<file path="config.mk">
export PLATFORM = sky130hd
export DESIGN_NAME = orient_detect_top
export DESIGN_NICKNAME = d
export VERILOG_FILES = /design/src/orient_pkg.sv /design/src/orient_classify.sv /design/src/orient_debounce.sv /design/src/orient_detect_top.sv
export SDC_FILE = /design/constraint.sdc
export NUM_CORES = 1
export LEC_CHECK = 0
export BUFFER_PORTS_ARGS = -buffer_cell sky130_fd_sc_hd__buf_2
export CAP_MARGIN = 20
export CORE_AREA = 2 2 162 164
export DETAILED_ROUTE_END_ITERATION = 8
export DIE_AREA = 0 0 164 166
export GPL_TIMING_DRIVEN = 0
export PLACE_DENSITY = 0.78
export SYNTH_ARGS = -nofsm -noshare
export SYNTH_HDL_FRONTEND = slang
export SYNTH_HIERARCHICAL = 1
export SYNTH_SLANG_ARGS = --single-unit
</file>
<file path="constraint.sdc">
create_clock -name clk_i -period 6.6 [get_ports clk_i]
set_input_delay 1.32 -clock clk_i [delete_from_list [all_inputs] [get_ports clk_i]]
set_output_delay 1.32 -clock clk_i [all_outputs]
set_load 0.1 [all_outputs]
</file>
<file path="src/orient_pkg.sv">
// Constants, codes and lookups shared by the orientation detect block.
// Assumes an external serial front end turns host transfers into single-cycle
// register strobes on an 8-bit address.
//
// Notes on behaviour
// - Config bit 7 selects the debounce mode (reset 1) and bit 6 enables detection (reset 0).
// - With mode 0 the counter steps down on a sample where the new state no longer holds, with mode 1 it clears.
// - Detection runs only while the enable bit is 1 and is idle while it is 0.
// - A read/write 8-bit debounce count at offset 0x12 resets to zero and sets the samples needed.
// - The least debounce latency equals the programmed count times the time step.
// - Any change between wake and sleep resets the internal debounce counter.
// - Each debounce count weighs one time step chosen by data rate and oversampling mode.
// - The fixed back/front trip angle code 01 reads in bits 7:6 of the read-only angle register.
// - The fixed z-tilt lockout code 100 reads in bits 2:0 of the same register.
// - The fixed portrait/landscape threshold code 1_0000 reads in bits 7:3 of the threshold register.
// - The fixed hysteresis code 100 reads in bits 2:0 of the threshold register.
// - Landscape turns to portrait at 59 degrees and portrait to landscape at 31 degrees.
// - The change flag sets on the first detection after going active and on any status change, and clears on a status read.
// - Orientation codes are 00 portrait up, 01 portrait down, 10 landscape right, 11 landscape left.
// - Orientation holds while any axis magnitude exceeds 1.25g.
package orient_pkg;

    // ------------------------------------------------------------------
    // register map
    // ------------------------------------------------------------------
    localparam logic [7:0] ADDR_STATUS = 8'h10;
    localparam logic [7:0] ADDR_CFG = 8'h11;
    localparam logic [7:0] ADDR_COUNT = 8'h12;
    localparam logic [7:0] ADDR_BF_Z_TILT_LOCK_ANGLE = 8'h13;
    localparam logic [7:0] ADDR_THS_HYS = 8'h14;

    localparam int CFG_MODE_BIT = 7;
    localparam int CFG_EN_BIT = 6;
    localparam logic CFG_MODE_RST = 1'b1;
    localparam logic CFG_EN_RST = 1'b0;
    localparam logic [7:0] COUNT_RST = 8'h00;

    localparam int ST_FLAG_BIT = 7;
    localparam int ST_LOCK_BIT = 6;
    localparam int ST_CODE_LSB = 1;
    localparam int ST_BACK_BIT = 0;

    localparam logic [1:0] BACK_FRONT_TRIP_ANGLE_CODE = 2'h1;
    localparam logic [2:0] Z_TILT_LOCK_ANGLE_CODE = 3'h4;
    localparam logic [4:0] THS_CODE = 5'h10;
    localparam logic [2:0] HYS_CODE = 3'h4;
    localparam logic [7:0] BF_Z_TILT_LOCK_ANGLE_VALUE = {BACK_FRONT_TRIP_ANGLE_CODE, 3'h0, Z_TILT_LOCK_ANGLE_CODE};
    localparam logic [7:0] THS_HYS_VALUE = {THS_CODE, HYS_CODE};

    // ------------------------------------------------------------------
    // orientation codes and angle ratios (tangents in Q7)
    // ------------------------------------------------------------------
    localparam logic [1:0] ORIENT_PORT_UP = 2'h0;
    localparam logic [1:0] ORIENT_PORT_DOWN = 2'h1;
    localparam logic [1:0] ORIENT_LAND_RIGHT = 2'h2;
    localparam logic [1:0] ORIENT_LAND_LEFT = 2'h3;
    localparam int TAN_Q = 7;
    localparam logic [7:0] TAN_31_Q7 = 8'h4D;
    localparam logic [7:0] TAN_59_Q7 = 8'hD5;
    localparam logic [7:0] TAN_29_Q7 = 8'h47;
    localparam logic [7:0] TAN_15_Q7 = 8'h22;
    // 1.25g at 1024 counts per g
    localparam int HIGH_G_1P25 = 1280;

    // ------------------------------------------------------------------
    // data rate, oversampling and time step (unit 250 us)
    // ------------------------------------------------------------------
    localparam logic [1:0] OSR_NORMAL = 2'h0;
    localparam logic [1:0] OSR_LOW_NOISE_LOW_POWER_MODE = 2'h1;
    localparam logic [1:0] OSR_HIRES = 2'h2;
    localparam logic [1:0] OSR_LP = 2'h3;
    localparam int STEP_UNIT_US = 250;

    typedef enum logic [2:0] {
        ST_OFF = 3'b001,
        ST_FIRST = 3'b010,
        ST_RUN = 3'b100
    } det_state_e;

    // odr 0..7 = 800, 400, 200, 100, 50, 12.5, 6.25, 1.56 Hz
    function automatic logic [9:0] step_units(input logic [2:0] output_data_rate, input logic [1:0] osr);
        logic [9:0] s;
        s = 10'h0A;
        case (output_data_rate)
            3'h0: s = 10'h005;
            3'h1: s = 10'h00A;
            3'h2: s = (osr == OSR_HIRES) ? 10'h00A : 10'h014;
            3'h3: s = (osr == OSR_HIRES) ? 10'h00A : 10'h028;
            3'h4: s = (osr == OSR_HIRES) ? 10'h00A : 10'h050;
            3'h5: s = (osr == OSR_HIRES) ? 10'h00A : (osr == OSR_NORMAL) ? 10'h050 : 10'h140;
            default: begin
                case (osr)
                    OSR_NORMAL: s = 10'h050;
                    OSR_LOW_NOISE_LOW_POWER_MODE: s = 10'h140;
                    OSR_HIRES: s = 10'h00A;
                    default: s = 10'h280;
                endcase
            end
        endcase
        return s;
    endfunction : step_units

endpackage : orient_pkg

</file>
<file path="src/orient_classify.sv">
// Angle classifier: turns one accelerometer sample into candidate orientation.
// Assumes signed two's complement axis samples, 1024 counts per g by default.
`timescale 1ns/10ps
module orient_classify #(
    parameter int AW = 12,
    parameter int HIGH_G = orient_pkg::HIGH_G_1P25
) (
    // sample
    input wire logic signed [AW-1:0] accel_x_i,
    input wire logic signed [AW-1:0] accel_y_i,
    input wire logic signed [AW-1:0] accel_z_i,
    input wire logic cur_portrait_i,
    input wire logic [1:0] cur_code_i,
    // candidate
    output logic [1:0] cand_code_o,
    output logic cand_back_o,
    output logic cand_lock_o,
    output logic high_g_o
);
    if (AW < 8 || AW > 24) begin : g_bad_aw
        $error("orient_classify: AW out of range");
    end

    localparam int PW = AW + 8;

    function automatic logic [AW-1:0] mag(input logic signed [AW-1:0] a);
        return a[AW-1] ? AW'(-a) : AW'(a);
    endfunction : mag

    // a*2^7 > b*tan, both sides kept at PW bits
    function automatic logic ratio_gt(input logic [AW-1:0] a, input logic [AW-1:0] b,
                                      input logic [7:0] tan_q7);
        logic [PW-1:0] lhs;
        logic [PW-1:0] rhs;
        lhs = PW'(a) << orient_pkg::TAN_Q;
        rhs = PW'(b) * PW'(tan_q7);
        return lhs > rhs;
    endfunction : ratio_gt

    logic [AW-1:0] mx, my, mz, planar;
    logic portrait;

    always_comb begin
        mx = mag(accel_x_i);
        my = mag(accel_y_i);
        mz = mag(accel_z_i);
        planar = (mx > my) ? mx : my;
        // hysteresis: leave landscape above 59 deg, leave portrait below 31 deg
        if (cur_portrait_i) begin
            portrait = ratio_gt(my, mx, orient_pkg::TAN_31_Q7);
        end else begin
            portrait = ratio_gt(my, mx, orient_pkg::TAN_59_Q7);
        end
        cand_lock_o = ratio_gt(mz, planar, orient_pkg::TAN_29_Q7 ^ 8'h00) &&
                      !ratio_gt(planar, mz, orient_pkg::TAN_29_Q7);
        // back when gravity lies within 75 deg of -z
        cand_back_o = accel_z_i[AW-1] && ratio_gt(mz, planar, orient_pkg::TAN_15_Q7);
        if (cand_lock_o) begin
            cand_code_o = cur_code_i;
        end else if (portrait) begin
            cand_code_o = accel_y_i[AW-1] ? orient_pkg::ORIENT_PORT_UP
                                          : orient_pkg::ORIENT_PORT_DOWN;
        end else begin
            cand_code_o = accel_x_i[AW-1] ? orient_pkg::ORIENT_LAND_LEFT
                                          : orient_pkg::ORIENT_LAND_RIGHT;
        end
        high_g_o = (mx > AW'(HIGH_G)) || (my > AW'(HIGH_G)) || (mz > AW'(HIGH_G));
    end

endmodule : orient_classify

</file>
<file path="src/orient_debounce.sv">
// Debounce counter for orientation changes, one step per usable sample.
// Assumes sample_i is a one-cycle strobe per output data sample.
`timescale 1ns/10ps
module orient_debounce (
    // clock and reset
    input wire logic clk_i,
    input wire logic rst_i,
    // control
    input wire logic clear_i,
    input wire logic sample_i,
    input wire logic differ_i,
    input wire logic mode_clear_i,
    input wire logic [7:0] count_i,
    // result
    output logic accept_o,
    output logic [7:0] cnt_o
);
    logic [7:0] cnt_ff, nxt_cnt;
    logic [8:0] inc;

    always_comb begin
        inc = {1'b0, cnt_ff} + 9'h001;
        nxt_cnt = cnt_ff;
        accept_o = 1'b0;
        if (clear_i) begin
            nxt_cnt = 8'h00;
        end else if (sample_i && differ_i) begin
            if (inc >= {1'b0, count_i}) begin
                accept_o = 1'b1;
                nxt_cnt = 8'h00;
            end else begin
                nxt_cnt = inc[7:0];
            end
        end else if (sample_i) begin
            if (mode_clear_i) begin
                nxt_cnt = 8'h00;
            end else if (cnt_ff != 8'h00) begin
                nxt_cnt = cnt_ff - 8'h01;
            end
        end
    end

    always_ff @(posedge clk_i or posedge rst_i) begin
        if (rst_i) begin
            cnt_ff <= 8'h00;
        end else begin
            cnt_ff <= nxt_cnt;
        end
    end

    assign cnt_o = cnt_ff;

endmodule : orient_debounce

</file>
<file path="src/orient_detect_top.sv">
// Orientation detect block: config and status registers, debounce, change flag.
// Assumes a serial front end gives one-cycle read and write strobes, and that
// the sample strobe, power state and data rate come from the sensor core.
`timescale 1ns/10ps
module orient_detect_top #(
    parameter int AW = 12,
    parameter int HIGH_G = orient_pkg::HIGH_G_1P25
) (
    // clock and reset
    input wire logic clk_i,
    input wire logic rst_i,
    // register port
    input wire logic [7:0] reg_addr_i,
    input wire logic reg_wr_i,
    input wire logic [7:0] reg_wdata_i,
    input wire logic reg_rd_i,
    output logic [7:0] reg_rdata_o,
    // sensor samples
    input wire logic sample_i,
    input wire logic signed [AW-1:0] accel_x_i,
    input wire logic signed [AW-1:0] accel_y_i,
    input wire logic signed [AW-1:0] accel_z_i,
    // system state
    input wire logic active_i,
    input wire logic sleep_i,
    input wire logic [2:0] odr_sel_i,
    input wire logic [1:0] osr_mode_i,
    // results
    output logic orient_change_o,
    output logic [1:0] orient_code_o,
    output logic [9:0] time_step_o,
    output logic [17:0] debounce_latency_o
);
    if (HIGH_G < 1 || HIGH_G >= (1 << (AW - 1))) begin : g_bad_high_g
        $error("orient_detect_top: bad HIGH_G");
    end

    // ------------------------------------------------------------------
    // configuration registers
    // ------------------------------------------------------------------
    logic mode_sel_ff, nxt_mode_sel;
    logic detect_en_ff, nxt_detect_en;
    logic [7:0] count_ff, nxt_count;

    always_comb begin
        nxt_mode_sel = mode_sel_ff;
        nxt_detect_en = detect_en_ff;
        nxt_count = count_ff;
        if (reg_wr_i && reg_addr_i == orient_pkg::ADDR_CFG) begin
            nxt_mode_sel = reg_wdata_i[orient_pkg::CFG_MODE_BIT];
            nxt_detect_en = reg_wdata_i[orient_pkg::CFG_EN_BIT];
        end
        if (reg_wr_i && reg_addr_i == orient_pkg::ADDR_COUNT) begin
            nxt_count = reg_wdata_i;
        end
        // writes to the fixed angle registers fall through untouched
    end

    always_ff @(posedge clk_i or posedge rst_i) begin
        if (rst_i) begin
            mode_sel_ff <= orient_pkg::CFG_MODE_RST;
            detect_en_ff <= orient_pkg::CFG_EN_RST;
            count_ff <= orient_pkg::COUNT_RST;
        end else begin
            mode_sel_ff <= nxt_mode_sel;
            detect_en_ff <= nxt_detect_en;
            count_ff <= nxt_count;
        end
    end

    // ------------------------------------------------------------------
    // classification and debounce
    // ------------------------------------------------------------------
    logic [1:0] code_ff, nxt_code;
    logic back_ff, nxt_back;
    logic lock_ff, nxt_lock;
    logic flag_ff, nxt_flag;
    logic [1:0] cand_code;
    logic cand_back, cand_lock, high_g;
    logic detecting, usable, differ, sleep_chg, db_clear, accept, first_take;
    logic status_rd, flag_set;
    logic [7:0] db_cnt;
    logic sleep_d_ff;
    orient_pkg::det_state_e state_ff, nxt_state;

    orient_classify #(
        .AW(AW),
        .HIGH_G(HIGH_G)
    ) u_classify (
        .accel_x_i(accel_x_i),
        .accel_y_i(accel_y_i),
        .accel_z_i(accel_z_i),
        .cur_portrait_i(!code_ff[1]),
        .cur_code_i(code_ff),
        .cand_code_o(cand_code),
        .cand_back_o(cand_back),
        .cand_lock_o(cand_lock),
        .high_g_o(high_g)
    );

    always_comb begin
        detecting = detect_en_ff && active_i;
        sleep_chg = sleep_i != sleep_d_ff;
        // high-g samples are not counted, so the orientation stays put
        usable = detecting && sample_i && !high_g && (state_ff == orient_pkg::ST_RUN);
        differ = {cand_code, cand_back, cand_lock} != {code_ff, back_ff, lock_ff};
        db_clear = sleep_chg || (state_ff != orient_pkg::ST_RUN) || !detecting;
        first_take = detecting && sample_i && !high_g && (state_ff == orient_pkg::ST_FIRST);
    end

    orient_debounce u_debounce (
        .clk_i(clk_i),
        .rst_i(rst_i),
        .clear_i(db_clear),
        .sample_i(usable),
        .differ_i(differ),
        .mode_clear_i(mode_sel_ff),
        .count_i(count_ff),
        .accept_o(accept),
        .cnt_o(db_cnt)
    );

    // ------------------------------------------------------------------
    // detection state
    // ------------------------------------------------------------------
    always_comb begin
        nxt_state = state_ff;
        if (!detecting) begin
            nxt_state = orient_pkg::ST_OFF;
        end else begin
            case (state_ff)
                orient_pkg::ST_OFF: nxt_state = orient_pkg::ST_FIRST;
                orient_pkg::ST_FIRST: begin
                    if (first_take) begin
                        nxt_state = orient_pkg::ST_RUN;
                    end
                end
                orient_pkg::ST_RUN: nxt_state = orient_pkg::ST_RUN;
                default: nxt_state = orient_pkg::ST_OFF;
            endcase
        end
    end

    // ------------------------------------------------------------------
    // status and change flag
    // ------------------------------------------------------------------
    always_comb begin
        status_rd = reg_rd_i && reg_addr_i == orient_pkg::ADDR_STATUS;
        flag_set = first_take || accept;
        nxt_code = code_ff;
        nxt_back = back_ff;
        nxt_lock = lock_ff;
        if (flag_set) begin
            nxt_code = cand_code;
            nxt_back = cand_back;
            nxt_lock = cand_lock;
        end
        // a change landing on the clearing read still wins
        if (flag_set) begin
            nxt_flag = 1'b1;
        end else if (status_rd) begin
            nxt_flag = 1'b0;
        end else begin
            nxt_flag = flag_ff;
        end
    end

    always_ff @(posedge clk_i or posedge rst_i) begin
        if (rst_i) begin
            state_ff <= orient_pkg::ST_OFF;
            code_ff <= orient_pkg::ORIENT_PORT_UP;
            back_ff <= 1'b0;
            lock_ff <= 1'b0;
            flag_ff <= 1'b0;
            sleep_d_ff <= 1'b0;
        end else begin
            state_ff <= nxt_state;
            code_ff <= nxt_code;
            back_ff <= nxt_back;
            lock_ff <= nxt_lock;
            flag_ff <= nxt_flag;
            sleep_d_ff <= sleep_i;
        end
    end

    // ------------------------------------------------------------------
    // read data, time step and latency
    // ------------------------------------------------------------------
    logic [7:0] rdata_ff, nxt_rdata;
    logic [9:0] step_ff, nxt_step;
    logic [17:0] latency_ff, nxt_latency;

    always_comb begin
        nxt_rdata = rdata_ff;
        if (reg_rd_i) begin
            case (reg_addr_i)
                orient_pkg::ADDR_STATUS: begin
                    nxt_rdata = 8'h00;
                    nxt_rdata[orient_pkg::ST_FLAG_BIT] = flag_ff;
                    nxt_rdata[orient_pkg::ST_LOCK_BIT] = lock_ff;
                    nxt_rdata[orient_pkg::ST_CODE_LSB +: 2] = code_ff;
                    nxt_rdata[orient_pkg::ST_BACK_BIT] = back_ff;
                end
                orient_pkg::ADDR_CFG: begin
                    nxt_rdata = 8'h00;
                    nxt_rdata[orient_pkg::CFG_MODE_BIT] = mode_sel_ff;
                    nxt_rdata[orient_pkg::CFG_EN_BIT] = detect_en_ff;
                end
                orient_pkg::ADDR_COUNT: nxt_rdata = count_ff;
                orient_pkg::ADDR_BF_Z_TILT_LOCK_ANGLE: nxt_rdata = orient_pkg::BF_Z_TILT_LOCK_ANGLE_VALUE;
                orient_pkg::ADDR_THS_HYS: nxt_rdata = orient_pkg::THS_HYS_VALUE;
                default: nxt_rdata = 8'h00;
            endcase
        end
        nxt_step = orient_pkg::step_units(odr_sel_i, osr_mode_i);
        // one cycle behind the step; fine for a slowly changing setting
        nxt_latency = 18'(count_ff) * 18'(step_ff);
    end

    always_ff @(posedge clk_i or posedge rst_i) begin
        if (rst_i) begin
            rdata_ff <= 8'h00;
            step_ff <= 10'h005;
            latency_ff <= 18'h00000;
        end else begin
            rdata_ff <= nxt_rdata;
            step_ff <= nxt_step;
            latency_ff <= nxt_latency;
        end
    end

    assign reg_rdata_o = rdata_ff;
    assign orient_change_o = flag_ff;
    assign orient_code_o = code_ff;
    assign time_step_o = step_ff;
    assign debounce_latency_o = latency_ff;
endmodule : orient_detect_top

</file>
==> reports/qor.yml <==
power_and_ir_drop:
  power_density_nw_per_um2: 438
  power.total_mw: 7.78
  p_switching_mw: 4.01
  seqPwrFrac_pct: 5.3
  leakagePower_nw: 9.24
  internal-power_mw: 3.78
  p_sw_share_pct: 51.5
  pwr-share-clk_pct: 5.9
  power.share.combinational_pct: 88.8
  vdd_ir_drop_max_mv: 0.432
grt:
  grt_pass1_vias: 13500
  grt_max_degree: 39
  met3_usage_pct: 4.60
  grt_util_met1_pct: 37.0
  grt_busiest_layer: "met2"
  grt_pass1_wl_mm: 63.6
  gr-total-overflow: 0
  antenna_found_initial: 1
  use_met2_pct: 48.6
  grtUsageTotal_pct: 28.5
die:
  fp.dieH_um: 166
  fp-row-count: 59
  initial_core_util_pct: 58.9
  coreArea_um2: 25600
  fp.dieW_um: 164
  pin_count: 103
  dieArea_um2: 27200
synthesis:
  netlist_area_um2: 15100
  ys.flop_type: "dfrtp_1"
  ys_async_sr_fraction_pct: 100
  synth_cell_types: 97
  syn_avg_cell_area_um2: 8.81
  synth-edff-count: 0
  synth_seq_area_share_pct: 10.3
  synth_cells: 1712
  ys_ff_latch: 62
  synth_nets: 2231
  yosysWarnings: 6
hold_path:
  hold_depth: 2
  min_path_type: "flop to flop"
  hp-start: "reg_rdata_o[5]"
  hold-path-endpoint: "reg_rdata_o[5]"
clock_network:
  ctsHoldBuffers: 0
  root_buffer: "clkbuf_16"
  htreeDepth: 3
  cts_buffer_depth: 2
  cts_sinks: 62
  clk_latency_ps: 330
  path_clk_slew_ps: 50
  cts_made_buffers: 9
  tritoncts: "yes"
timing:
  fin_skew_ps: 11.2
  finalMaxSlewViolations: 0
  hold_violations: 0
  setup_tns_ps: -51230
  worst_pin_slew_ps: 975
  min_period_ps: 10610
  setup_viol: 13
  hold_ws_ps: 518
  fin_ws_ps: -4010
  rsz0062_at_grt: "yes"
  max_slew_margin_pct: 34.3
  fin_crit_sh_pct: 161
  fmax_ghz: 0.0942
critical_path:
  worstPathArrival_ps: 10820
  worstPathRequired_ps: 6810
  crit_type: "primary input to flop"
  timing.rr.end: "debounce_latency_o[16]"
  end_kind: "flop"
  cp_max_fo: 7
  crit_path_frequent_cell: "ha_4"
  cp_slowest_cell: "or4_4"
  slowest_delay_ps: 580
  critPathLaunchType: "primary input"
  rr_worst_depth: 16
  crit-reg2reg-launch: "count_ff[4]"
  reg2reg_setup_slack_ps: 1750
cells_and_area:
  fin_util_pct: 69.4
  stdcell_count: 2252
  nNetsFinal: 2430
  drive_gt1_share_pct: 19.2
  areaGrowthSynthToFinish_pct: 17.9
detailed_routing:
  drtIter0Drc: 962
  antenna_left: 0
  vias_per_cell: 5.91
  drt_pre_antenna_iters: 6
  wire_per_inst_um: 17.5
  drc: 0
  vias: 13300
  routed_wl_mm: 39.3
place:
  dp_hpwl_mm: 29.2
  dp_cells: 2147
  portBuffers: 99
  gp_congestion: 0.917
job:
  cap_violations: 0
status:
  violations: "negative setup slack"
  status: "finished with violations"
per-layer routing:
| metal | vias up | part of all wire, % | wire length, um |
|---|---|---|---|
| met4 | 0 | 3.1 | 1230 |
| met3 | 117 | 7.2 | 2850 |
| met5 | - | 0 | 0 |
| met1 | 6414 | 42 | 16300 |
| li1 | 6232 | - | - |
| met2 | 557 | 48 | 18900 |
timing repair:
item,CTS,global route
buffers inserted,64,23
pin swaps,49,47
gates cloned,1,0
setup endpoints to repair,13,13
resized for setup,63,39
kinds of logic (layout without fill, tap and decap cells):
group / after synthesis / after routing / share of synthesized area [%]
adders and majority gates: 457 / 457 / 43.9
AOI/OAI and AO/OA: 330 / 330 / 15.3
DFF: 62 / 62 / 10.3
muxes: 26 / 26 / 1.93
xor gates and xnor gates: 115 / 115 / 6.78
other: 0 / 1 / 0
buffers and inverters: 351 / 555 / 8.99
and+or+nand+nor: 371 / 371 / 12.8
layout by cell type (no fill, tap or decap), types with 11 or more instances in the layout:
master	n
nand2_1	95
a21oi_1	76
a211oi_1	11
ha_1	317
dfrtp_1	58
ha_4	15
inv_2	15
buf_2	95
nor2b_1	17
buf_4	89
xnor2_1	63
nor2_1	57
o21bai_1	19
and2_1	47
nand3_1	30
mux2_2	13
o21a_1	12
nand4_1	13
nand2b_1	15
fa_1	120
xor2_1	40
a31oi_1	11
clkbuf_1	17
nor3_1	29
inv_1	304
o21ai_0	42
a21o_1	32
through the flow:
step	setup WS [ps]	cell area, um^2
detailed placement	-5280	16300
CTS	-3760	17400
global placement	-5050	16300
finish	-4010	17800
global route	-4400	17800
floorplan	-3560	15300
cells in the mapped netlist (11+ instances only):
master,instances,area share [%]
nor3_1,30,1.0
dfrtp_1,58,9.6
nand3_1,31,1.0
xor2_1,45,2.6
a21o_1,32,1.6
and2_1,48,2.0
clkbuf_1,18,0.45
a21oi_1,83,2.8
o31ai_1,11,0.55
fa_1,121,16
nand4_1,13,0.54
nor2b_1,18,0.75
nor4_1,11,0.46
o21bai_1,21,1.0
mux2_2,17,1.3
o21a_1,16,0.80
xnor2_1,68,3.9
nand2b_1,16,0.66
nor2_1,64,1.6
nand2_1,98,2.4
o21ai_0,53,1.8
a31oi_1,12,0.50
ha_1,334,28
a211oi_1,13,0.65
inv_1,314,7.8
how the worst max path moves through the flow:
| stage | slack (ps) | from | cells past startpoint | endpoint |
|---|---|---|---|---|
| finish | -4010 | accel_x_i[2] | 48 | u_debounce/cnt_o[7] |
| global route | -4400 | accel_x_i[0] | 50 | u_debounce/cnt_o[3] |
| CTS | -3760 | accel_x_i[4] | 46 | orient_code_o[0] |
| detailed placement | -5280 | accel_x_i[0] | 45 | orient_code_o[0] |
| global placement | -5050 | accel_x_i[0] | 47 | orient_code_o[1] |
| floorplan | -3560 | accel_x_i[5] | 44 | orient_code_o[1] |
sequential cells by signal, summed over array words and instances, names as in the netlist, 2 cells and up:
name,cells
reg_rdata_o,8
u_debounce/cnt_o,8
orient_code_o,2
state_ff,3
count_ff,8
time_step_o,9
debounce_latency_o,18
layout make-up:
type	instances	area, um^2
antenna	1	2.50
timing repair buffer	188	1230
inverter	323	1220
sequential	62	1560
buffer	28	174
clock buffer	10	229
clock inverter	6	62.6
tap	335	419
fill	1881	7840
multi-input combinational	1299	12900
critical path: cells and delay by family:
kind,cells,cell delay [ps]
buffers and inverters,11,1210
and+or+nand+nor,13,2530
muxes,1,320
xor gates and xnor gates,2,330
AOI/OAI and AO/OA,14,2770
adders and majority gates,7,2280
power by group through the flow:
stage / registers, mW / logic (mW) / clock network (mW)
after CTS: 0.409 / 6.43 / 0.470
after floorplan: 0.482 / 4.66 / 0
after detailed placement: 0.416 / 5.95 / 0
after global routing: 0.411 / 7.71 / 0.485
final: 0.410 / 6.91 / 0.461
after global placement: 0.415 / 5.72 / 0
No activity file was read; power rests on OpenSTA's default activity.
